### config.mk
export PLATFORM = sky130hd
export DESIGN_NAME = obcr_top
export DESIGN_NICKNAME = d
export VERILOG_FILES = /design/src/logic/obcr_pkg.sv /design/src/logic/obcr_cfg_if.sv /design/src/logic/obcr_delay.sv /design/src/logic/obcr_top.sv
export SDC_FILE = /design/constraint.sdc
export NUM_CORES = 1
export LEC_CHECK = 0
export BUFFER_PORTS_ARGS = -buffer_cell sky130_fd_sc_hd__buf_2
export CAP_MARGIN = 15
export CORE_MARGIN = 2
export CORE_UTILIZATION = 42
export CTS_CLUSTER_DIAMETER = 50
export DETAILED_ROUTE_END_ITERATION = 6
export GPL_TIMING_DRIVEN = 0
export PLACE_DENSITY = 0.69
export SLEW_MARGIN = 20
export SYNTH_ARGS = -nofsm -noshare
export SYNTH_HDL_FRONTEND = slang
export SYNTH_HIERARCHICAL = 1
export SYNTH_SLANG_ARGS = --single-unit
### constraint.sdc
create_clock -name clk_sys -period 2.1 [get_ports clk_sys]
set_input_delay 0.42 -clock clk_sys [delete_from_list [all_inputs] [get_ports clk_sys]]
set_output_delay 0.42 -clock clk_sys [all_outputs]
set_load 0.01 [all_outputs]
### src/logic/obcr_pkg.sv
// obcr_pkg: field positions, encodings and cycle counts for the clock/reset option byte decoder
// assumes: the option byte is presented as an 8-bit static value from the nonvolatile array
package obcr_pkg;

  // option byte 1 field positions
  localparam int unsigned POS_PACKAGE_SELECT = 7;
  localparam int unsigned POS_RESET_CYCLE    = 6;
  localparam int unsigned POS_CLK_TYPE_HI    = 5;
  localparam int unsigned POS_CLK_TYPE_LO    = 4;
  localparam int unsigned POS_RANGE_HI       = 3;
  localparam int unsigned POS_RANGE_LO       = 1;
  localparam int unsigned POS_PLL_OFF        = 0;

  // erased-array content, used until the byte is captured
  localparam logic [7:0] OPT_RESET_VALUE = 8'hff;

  // reset phase lengths in cpu cycles
  localparam logic [12:0] RESET_CYCLES_LONG  = 13'h1000;
  localparam logic [12:0] RESET_CYCLES_SHORT = 13'h0100;

  // pads per io port and number of io ports
  localparam int unsigned PADS_PER_PORT = 8;
  localparam int unsigned NUM_PORTS     = 4;

  // clock source type encodings
  typedef enum logic [1:0] {
    OBCR_SRC_RESONATOR = 2'h0,
    OBCR_SRC_RESERVED  = 2'h1,
    OBCR_SRC_INT_RC    = 2'h2,
    OBCR_SRC_EXTERNAL  = 2'h3
  } obcr_src_e;

  // oscillator range encodings
  localparam logic [2:0] RANGE_LOW_POWER    = 3'h0;
  localparam logic [2:0] RANGE_MEDIUM_POWER = 3'h1;
  localparam logic [2:0] RANGE_MEDIUM_SPEED = 3'h2;
  localparam logic [2:0] RANGE_HIGH_SPEED   = 3'h3;

endpackage : obcr_pkg

### src/logic/obcr_cfg_if.sv
// obcr_cfg_if: decoded option fields passed from the capture stage to the delay counter
// assumes: single clk_sys domain
`timescale 1ns/1ps
interface obcr_cfg_if;
  logic       captured;      // option byte has been latched
  logic       short_reset;   // 256-cycle delay selected
  logic       start;         // one-cycle start of a delay
  logic       busy;          // delay in progress
  logic       done;          // one-cycle end of a delay

  modport ctrl (output captured, output short_reset, output start, input busy, input done);
  modport cnt  (input captured, input short_reset, input start, output busy, output done);
endinterface : obcr_cfg_if

### src/logic/obcr_delay.sv
// obcr_delay: reset-phase / halt-exit delay counter
// assumes: started only after the option byte is captured
`timescale 1ns/1ps
module obcr_delay (
  input wire logic clk_sys,    // system clock
  input wire logic nrst,       // async reset, active low
  obcr_cfg_if.cnt  cfg         // configuration and control
);
  import obcr_pkg::*;

  logic [12:0] cnt_q;
  logic        busy_q;
  logic        done_q;

  // load length minus one on start, count down to zero
  always_ff @(posedge clk_sys or negedge nrst) begin
    if (!nrst) begin
      cnt_q  <= 13'h0000;
      busy_q <= 1'b0;
      done_q <= 1'b0;
    end else begin
      done_q <= 1'b0;
      if (cfg.start && cfg.captured) begin
        cnt_q  <= cfg.short_reset ? RESET_CYCLES_SHORT - 13'h0001 : RESET_CYCLES_LONG - 13'h0001;
        busy_q <= 1'b1;
      end else if (busy_q) begin
        if (cnt_q == 13'h0000) begin
          busy_q <= 1'b0;
          done_q <= 1'b1;
        end else begin
          cnt_q <= cnt_q - 13'h0001;
        end
      end
    end
  end

  assign cfg.busy = busy_q;
  assign cfg.done = done_q;
endmodule : obcr_delay

### src/logic/obcr_top.sv
// obcr_top: decoder of the static clock/reset option byte
// assumes: opt_byte is static from the nonvolatile array, sampled through a synchroniser
`timescale 1ns/1ps
module obcr_top (
  input  wire logic                    clk_sys,             // system clock, 10 MHz
  input  wire logic                    nrst,                // async reset, active low
  input  wire logic [7:0]              opt_byte,            // static option byte 1
  input  wire logic                    halt_exit_req,       // pulse: start halt-exit delay
  output logic                         package_select,      // 1 large package, 0 small
  output logic [obcr_pkg::NUM_PORTS-1:0][obcr_pkg::PADS_PER_PORT-1:0] pad_bonded, // pad bonded map
  output logic [obcr_pkg::NUM_PORTS-1:0][obcr_pkg::PADS_PER_PORT-1:0] pad_pullup, // reset pull-up enables
  output logic                         reset_cycle_select,  // 1 short delay
  output obcr_pkg::obcr_src_e          clock_source_type,   // main clock source
  output logic [2:0]                   oscillator_range,    // range field
  output logic [3:0]                   osc_current_sel,     // one-hot resonator current
  output logic                         osc_resonator_en,    // resonator drive enabled
  output logic                         osc_int_rc_en,       // internal rc enabled
  output logic                         osc_bypass,          // external clock bypass
  output logic                         pll_en,              // times-two pll enabled
  output logic                         cfg_warning,         // illegal or advised-against setting
  output logic                         cpu_reset_n,         // cpu held in reset while low
  output logic                         delay_busy           // reset or halt-exit delay running
);
  import obcr_pkg::*;

  obcr_cfg_if cfg ();

  logic [7:0] s1_q, s2_q, s3_q;
  logic [2:0] fill_q;           // stages already holding sampled data
  logic [7:0] opt_q;
  logic       cap_q;
  logic       boot_q;
  logic       run_q;

  // three-stage synchroniser on the static byte
  always_ff @(posedge clk_sys or negedge nrst) begin
    if (!nrst) begin
      s1_q <= OPT_RESET_VALUE;
      s2_q <= OPT_RESET_VALUE;
      s3_q <= OPT_RESET_VALUE;
      fill_q <= 3'h0;
    end else begin
      fill_q <= {fill_q[1:0], 1'b1};
      s1_q <= opt_byte;
      s2_q <= s1_q;
      s3_q <= s2_q;
    end
  end

  // capture once, after the last two stages agree, then hold
  // the reset fill of the stages must never be taken for the byte
  always_ff @(posedge clk_sys or negedge nrst) begin
    if (!nrst) begin
      opt_q <= OPT_RESET_VALUE;
      cap_q <= 1'b0;
    end else if (!cap_q && fill_q[2] && (s2_q == s3_q)) begin
      opt_q <= s3_q;
      cap_q <= 1'b1;
    end
  end

  // reset-phase sequencing: boot delay, then run
  always_ff @(posedge clk_sys or negedge nrst) begin
    if (!nrst) begin
      boot_q <= 1'b0;
      run_q  <= 1'b0;
    end else begin
      if (cap_q && !boot_q) begin
        boot_q <= 1'b1;
      end
      if (cfg.done) begin
        run_q <= 1'b1;
      end
    end
  end

  assign cfg.captured    = cap_q;
  assign cfg.short_reset = opt_q[POS_RESET_CYCLE];
  assign cfg.start       = (cap_q && !boot_q) || (run_q && halt_exit_req && !cfg.busy);

  obcr_delay u_delay (
    .clk_sys (clk_sys),
    .nrst    (nrst),
    .cfg     (cfg.cnt)
  );

  // field decode from the held byte
  assign package_select     = opt_q[POS_PACKAGE_SELECT];
  assign reset_cycle_select = opt_q[POS_RESET_CYCLE];
  assign clock_source_type  = obcr_src_e'(opt_q[POS_CLK_TYPE_HI:POS_CLK_TYPE_LO]);
  assign oscillator_range   = opt_q[POS_RANGE_HI:POS_RANGE_LO];
  assign pll_en             = cap_q && !opt_q[POS_PLL_OFF];

  // clock source enables
  always_comb begin
    osc_resonator_en = 1'b0;
    osc_int_rc_en    = 1'b0;
    osc_bypass       = 1'b0;
    unique case (clock_source_type)
      OBCR_SRC_RESONATOR: osc_resonator_en = 1'b1;
      OBCR_SRC_INT_RC:    osc_int_rc_en    = 1'b1;
      OBCR_SRC_EXTERNAL:  osc_bypass       = 1'b1;
      OBCR_SRC_RESERVED:  osc_int_rc_en    = 1'b1; // reserved falls back to rc
    endcase
  end

  // resonator current source, only when resonator selected
  always_comb begin
    osc_current_sel = 4'h0;
    if (osc_resonator_en) begin
      unique case (oscillator_range)
        RANGE_LOW_POWER:    osc_current_sel = 4'h1;
        RANGE_MEDIUM_POWER: osc_current_sel = 4'h2;
        RANGE_MEDIUM_SPEED: osc_current_sel = 4'h4;
        RANGE_HIGH_SPEED:   osc_current_sel = 4'h8;
        default:            osc_current_sel = 4'h8;
      endcase
    end
  end

  // flags settings the configuring party should avoid
  assign cfg_warning = cap_q && (
      (pll_en && clock_source_type == OBCR_SRC_INT_RC)
    || (pll_en && oscillator_range != RANGE_MEDIUM_POWER)
    || (osc_resonator_en && reset_cycle_select)
    || (clock_source_type == OBCR_SRC_RESERVED));

  // pads: bonded map by package, unbonded pull up after reset
  genvar gp, gb;
  generate
    for (gp = 0; gp < NUM_PORTS; gp++) begin : g_port
      for (gb = 0; gb < PADS_PER_PORT; gb++) begin : g_pad
        // small package drops upper half of the last port
        assign pad_bonded[gp][gb] = package_select || !(gp == NUM_PORTS-1 && gb >= PADS_PER_PORT/2);
        assign pad_pullup[gp][gb] = !pad_bonded[gp][gb] || !run_q;
      end
    end
  endgenerate

  assign cpu_reset_n = run_q;
  assign delay_busy  = cfg.busy;
endmodule : obcr_top

=== Word-level counts from Yosys, hierarchy flattened ===
Cells that the tools add are included.

* $add $sub $neg: 1
* Eq/ne operators: 8
* Mux-type cells: 15
* Reductions and logical operators: 28

{| class="wikitable"
|+ Operators by type and width
! kind !! count
|-
| 2-to-1 mux 13 bit || 3
|-
| zero test 13 bit || 1
|-
| subtractor 13 x 1 -> 13 bit, second input constant || 1
|-
| 2-to-1 mux 12 bit || 1
|-
| case mux 4 bit (3 select lines) || 1
|-
| logical AND 1 bit || 11
|-
| 2-to-1 mux 1 bit || 9
|-
| equality test 8 bit || 1
|-
| zero test 1 bit || 6
|-
| logical OR 1 bit || 5
|-
| equality test 2 bit, second input constant || 2
|-
| 2-to-1 mux 4 bit || 1
|-
| equality test 3 x 1 -> 1 bit, second input constant || 1
|-
| equality test 3 x 2 -> 1 bit, second input constant || 1
|-
| zero test 3 bit || 1
|-
| inequality test 3 x 1 -> 1 bit, second input constant || 1
|-
| equality test 2 x 1 -> 1 bit, second input constant || 1
|-
| zero test 2 bit || 1
|-
| inequality test 2 x 1 -> 1 bit, second input constant || 1
|-
| AND reduction 2 bit || 1
|-
| nonzero test 2 bit || 1
|-
| OR reduction 2 bit || 1
|}

* Register bits after elaboration: 53
* Input port bits: 11
* Output and inout bits: 82
* Logic and storage cells: 63

=== Logic depth before layout (Yosys ltp) ===
* Depth after elaboration: 7
* Depth in mapped cells: 6
* Mapped depth without buffers: 6

=== By module ===
Netlist, hierarchy kept.

{| class="wikitable"
|+ By module, submodules not included
! module !! instances !! cells an instance !! area an instance (um^2) !! sequential area each (um^2)
|-
| obcr_top || 1 || 151 || 1,850.5 || 991.0
|-
| obcr_delay || 1 || 85 || 849.6 || 375.4
|}

=== Worst setup path before layout ===
OpenSTA, ideal clock, no wires.

* Path type: reg2reg
* From: reg u_delay.busy_q, in the netlist u_delay/cfg.busy
* To: reg u_delay.cnt_q[11]
* Setup time: 82 ps
* Arrival time: 1,600 ps
* Data required time: 2,018 ps
* Path slack: 418 ps
* Cell stages (with the launch flop): 6
* Path buffers: 1
* Period minus slack after synthesis: 1,682 ps
* Path through: dfrtp_1 -> clkbuf_2 -> nor3b_2 -> nand3_1 -> or4b_1 -> a31oi_1

* Word-level cells in the longest chain between the ends: 6
* Elaborated cells on any way between the ends: 8
* Classes of those cells: 1 x eq/ne; 1 x mux; 6 x reduce/logical

{| class="wikitable"
|+ Ends and longest elaborated chain
! item !! RTL line !! source
|-
| start: declaration || obcr_delay.sv:12 || <nowiki>logic busy_q;</nowiki>
|-
| start signal: assignment || obcr_delay.sv:19 || <nowiki>busy_q <= 1'b0;</nowiki>
|-
| start signal: assignment || obcr_delay.sv:25 || <nowiki>busy_q <= 1'b1;</nowiki>
|-
| start signal: assignment || obcr_delay.sv:28 || <nowiki>busy_q <= 1'b0;</nowiki>
|-
| zero test 1 bit || obcr_top.sv:79 || <nowiki>assign cfg.start = (cap_q && !boot_q) || (run_q && halt_exit_req && !cfg.busy);</nowiki>
|-
| logical AND 1 bit || obcr_top.sv:79 ||
|-
| logical OR 1 bit || obcr_top.sv:79 ||
|-
| logical AND 1 bit || obcr_delay.sv:23 || <nowiki>if (cfg.start && cfg.captured) begin</nowiki>
|-
| inequality test 2 x 1 -> 1 bit (no line) / nonzero test 2 bit (equally long branches) || n/a ||
|-
| AND reduction 2 bit (no line) || n/a ||
|-
| end signal: assignment || obcr_delay.sv:24 || <nowiki>cnt_q <= cfg.short_reset ? RESET_CYCLES_SHORT - 13'h0001 : RESET_CYCLES_LONG - 13'h0001;</nowiki>
|-
| end signal: assignment || obcr_delay.sv:31 || <nowiki>cnt_q <= cnt_q - 13'h0001;</nowiki>
|-
| end: declaration || obcr_delay.sv:11 || <nowiki>logic [12:0] cnt_q;</nowiki>
|}

Several ways; a longest one is shown, not always the timed one.
A chain may end at the register's enable or synchronous reset.

=== Final worst setup path ===
* From: reg opt_q[4]
* To: out cfg_warning

* Word-level cells in the longest chain between the ends: 6
* Elaborated cells on any way between the ends: 10
* Classes of those cells: 2 x eq/ne; 1 x mux; 7 x reduce/logical

{| class="wikitable"
|+ Ends and longest elaborated chain
! item !! RTL line !! source
|-
| start: declaration || obcr_top.sv:30 || <nowiki>logic [7:0] opt_q;</nowiki>
|-
| start signal: assignment || obcr_top.sv:57 || <nowiki>opt_q <= s3_q;</nowiki>
|-
| equality test 2 bit / zero test 2 bit (equally long branches) || obcr_top.sv:123, obcr_top.sv:99 ||
|-
| logical AND 1 bit / 2-to-1 mux 1 bit (equally long branches) || obcr_top.sv:123, obcr_top.sv:99 ||
|-
| logical OR 1 bit / logical AND 1 bit (equally long branches) || obcr_top.sv:124, obcr_top.sv:125 ||
|-
| logical OR 1 bit || obcr_top.sv:125 || <nowiki>|| (osc_resonator_en && reset_cycle_select)</nowiki>
|-
| logical OR 1 bit (*) || obcr_top.sv:126 || <nowiki>|| (clock_source_type == OBCR_SRC_RESERVED));</nowiki>
|-
| logical AND 1 bit (*) || obcr_top.sv:122 || <nowiki>assign cfg_warning = cap_q && (</nowiki>
|-
| end: declaration || obcr_top.sv:20 || <nowiki>output logic cfg_warning,</nowiki>
|}

Mark *: on every way between the ends. The rest lies on a longest branch, timed or not.

==> impl_metrics.csv <==
group,metric,value,unit
timing,fin_crit_sh,94.3,%
floorplan,core,0.00628,mm^2
power_and_ir_drop,irDropWorstVdd,0.424,mV
timing,rsz0062_at_grt,"false",
critical_path,arrival,1.56,ns
timing,finalHoldViolations,0,
synthesis,synth_area_leaders,"dfstp_2 (31%), dfrtp_1 (19%), buf_4 (19%)",
synthesis,synth_area_leader_cell,"dfstp_2",
drt,first_pass_iters,4,
clock_network,post-cts-setup-buffers,0,
floorplan,initial_core_util,43.0,%
status,status,"completed",
floorplan,rows,29,
drt,drt_iter0_markers,77,
clock_network,ctsHoldBuffers,0,
cells_and_area,layout_commonest_cell,"buf_4",
power_and_ir_drop,power_density,707,mW/mm^2
critical_path,cpPeakStageDelay,0.58,ns
synthesis,synth-edff-count,0,
cells_and_area,antennaDiodeCount,0,
drt,wl_per_cell,10.8,um
placement,dp_hpwl,3350,um
synthesis,synthAdderAreaFrac,2.78,%
clock_network,cts_tree,"built",
floorplan,ios,93,
synthesis,ys.flop_type,"dfstp_2",
synthesis,syn-cell-area,0.00270,mm^2
timing,final_max_slew_viol_count,0,
synthesis,yosysWarnings,6,
critical_path,worstSetupPathType,"reg -> out",
synthesis,yosys.area.top_type_share,31.1,%
critical_path,r2r_slack,0.21,ns
critical_path,rr_worst_depth,5,
synthesis,synth_compound_area_share,5.47,%
synthesis,postSynthAreaPerCell,11.4,um^2
clock_network,root_buffer,"clkbuf_8",
clock_network,clk_pin_slew,0.10,ns
clock_network,htree_levels,2,
synthesis,synth_cell_types,43,
min_path,hold_path_class,"in -> async",
critical_path,setup.worst_path.end_class,"output port",
synthesis,async_reset_ff_share,100,%
clock_network,clock-sinks,53,
synthesis,ys_seq_area_share,50.6,%
cells_and_area,final_cell_mix,"buf_4 (68), buf_2 (64), dfstp_2 (32)",
placement,portBuffers,64,
floorplan,chipHeight,84.2,um
timing,period_minus_slack,1.98,ns
synthesis,syn_inst,236,
power_and_ir_drop,total_leakage_power,1.53,nW
global_routing,first_global_vias,1566,
global_routing,grt_pass1_wl,7260,um
synthesis,synthSimpleGateAreaFrac,14.9,%
clock_network,cts_buffer_depth,2,
floorplan,fp.dieArea,0.00709,mm^2
timing,tightest_slew,0.616,ns
critical_path,worstReg2RegEnd,"u_delay/cnt_q[11]$_DFFE_PN0P_",
critical_path,cp_max_fo,6,
synthesis,synthXorXnorAreaFrac,2.59,%
global_routing,antenna_found_initial,0,
synthesis,synth_top_family_by_area,"buffers and inverters",
timing,fmax,505,MHz
drt,antenna_left,0,
drt,drc,0,
drt,vias_per_cell,4.36,
timing,relSlewSlack,58.9,%
cells_and_area,drive_above_1_share,58.8,%
clock_network,clock_latency,0.31,ns
timing,fin_skew,0.00916,ns
critical_path,crit_top_cell,"a21oi_1",
clock_network,ctsResizeCount,0,
critical_path,critPathLaunchType,"register",
cells_and_area,nets,353,
drt,drt-total-wl,4460,um
critical_path,r2r_start,"u_delay/cfg.busy$_DFF_PN0_",
critical_path,worstPathRequired,1.68,ns
floorplan,fp.dieW,84.2,um
placement,dp_slack,0.227,ns
drt,vias,1806,
timing,setup-violations-final,0,
synthesis,muxShareOfSynthArea,3.34,%
timing,setup_ws,0.121,ns
critical_path,cp_cell_sequence,"inv_1, ha_1, a21oi_1, a21oi_1, buf_2",
timing,setup_tns,0,ns
job,max-cap-violations,0,
critical_path,crit_path_start,"opt_q[4]$_DFFE_PN1P_",
global_routing,grtUsageTotal,12.6,%
global_routing,grt_overflow,0,
clock_network,cts_buffers,5,
placement,gp_congestion,0.790,
cells_and_area,areaGrowthSynthToFinish,23.4,%
critical_path,crit_path_top_delay_cell,"dfstp_2",
synthesis,ys_ff_latch,53,
global_routing,grt_max_degree,54,
==> metal layers <==
| layer | part of all wire (%) | global-route usage (%) | wire length, um |
|---|---|---|---|
| met1 | 42 | 15.8 | 1870 |
| met2 | 47 | 20.4 | 2110 |
| met3 | 9.2 | 4.23 | 412 |
| met4 | 1.7 | 4.40 | 74 |
| met5 | 0 | 0 | 0 |
==> through the flow <==
step / hold slack (ns) / cells / util (%) / area (um^2) / power, W
floorplan: 0.124 / 264 / - / 2810 / 0.00163
global placement: 0.332 / 405 / 51.3 / 3220 / 0.00175
detailed placement: 0.335 / 405 / 51.3 / 3220 / 0.00177
CTS: 0.189 / 413 / 52.9 / 3320 / 0.00238
global route: 0.163 / 414 / 53.1 / 3330 / 0.00251
finish: 0.115 / 414 / 53.1 / 3330 / 0.00236
==> layout make-up <==
| cell class | instances | area [um^2] |
|---|---|---|
| inverter | 6 | 26.3 |
| tap | 77 | 96.3 |
| timing repair inverter | 1 | 7.51 |
| clock buffer | 5 | 68.8 |
| timing repair buffer | 64 | 323 |
| fill | 547 | 2940 |
| sequential | 53 | 1370 |
| multi-input combinational | 135 | 895 |
| buffer | 70 | 522 |
| clock inverter | 3 | 28.8 |
==> worst max-delay path: cells and delay by family (launching register included) <==
family                   cells  cell delay [ns]
AO/OA/AOI/OAI                2             0.21
adder cells (fa/ha/maj)      1             0.24
flip-flops                   1             0.58
buffers and inverters        2             0.21
==> where the power goes <==
group	leakage (nW)	internal [W]	switching, W	total [W]
logic	0.912	0.000226	0.000228	0.000454
clock network	0.0506	0.000250	0.000350	0.000600
registers	0.565	0.00117	0.000137	0.00130
total	1.53	0.00164	0.000715	0.00236
==> how the worst max path moves through the flow <==
stage                                          to  slack (ns)  depth (start not counted)
finish                                cfg_warning        0.12                          5
global route                          cfg_warning        0.02                          5
CTS                                 pad_pullup[4]        0.02                          3
detailed placement  u_delay/cnt_q[11]$_DFFE_PN0P_        0.23                          5
global placement    u_delay/cnt_q[11]$_DFFE_PN0P_        0.26                          5
floorplan           u_delay/cnt_q[11]$_DFFE_PN0P_        0.42                          5
==> cell families after synthesis <==
family | count (synthesis)
fa+ha+maj | 6
buf+inv | 76
compound gates | 25
mux | 8
other cells | 1
simple gates | 59
xor+xnor | 8
flops | 53
==> flip-flops by register name (all words and copies together) (netlist names) <==
register          flops
opt_q                 8
s1_q                  8
s3_q                  8
cpu_reset_n           1
u_delay/cfg.busy      1
s2_q                  8
boot_q                1
fill_q                3
cap_q                 1
u_delay/cfg.done      1
u_delay/cnt_q        13
==> cell usage after synthesis, types with 4 or more instances <==
| master | instances |
|---|---|
| a21oi_1 | 4 |
| a31oi_1 | 7 |
| and3_1 | 5 |
| buf_4 | 67 |
| dfrtp_1 | 21 |
| dfstp_2 | 32 |
| ha_1 | 6 |
| inv_1 | 6 |
| mux2_2 | 8 |
| nand2_1 | 8 |
| nand3_1 | 8 |
| nor2_1 | 4 |
| o21ai_0 | 8 |
| o31ai_1 | 4 |
| or2_2 | 4 |
| xnor2_1 | 8 |
No activity file was read; power rests on OpenSTA's default activity.
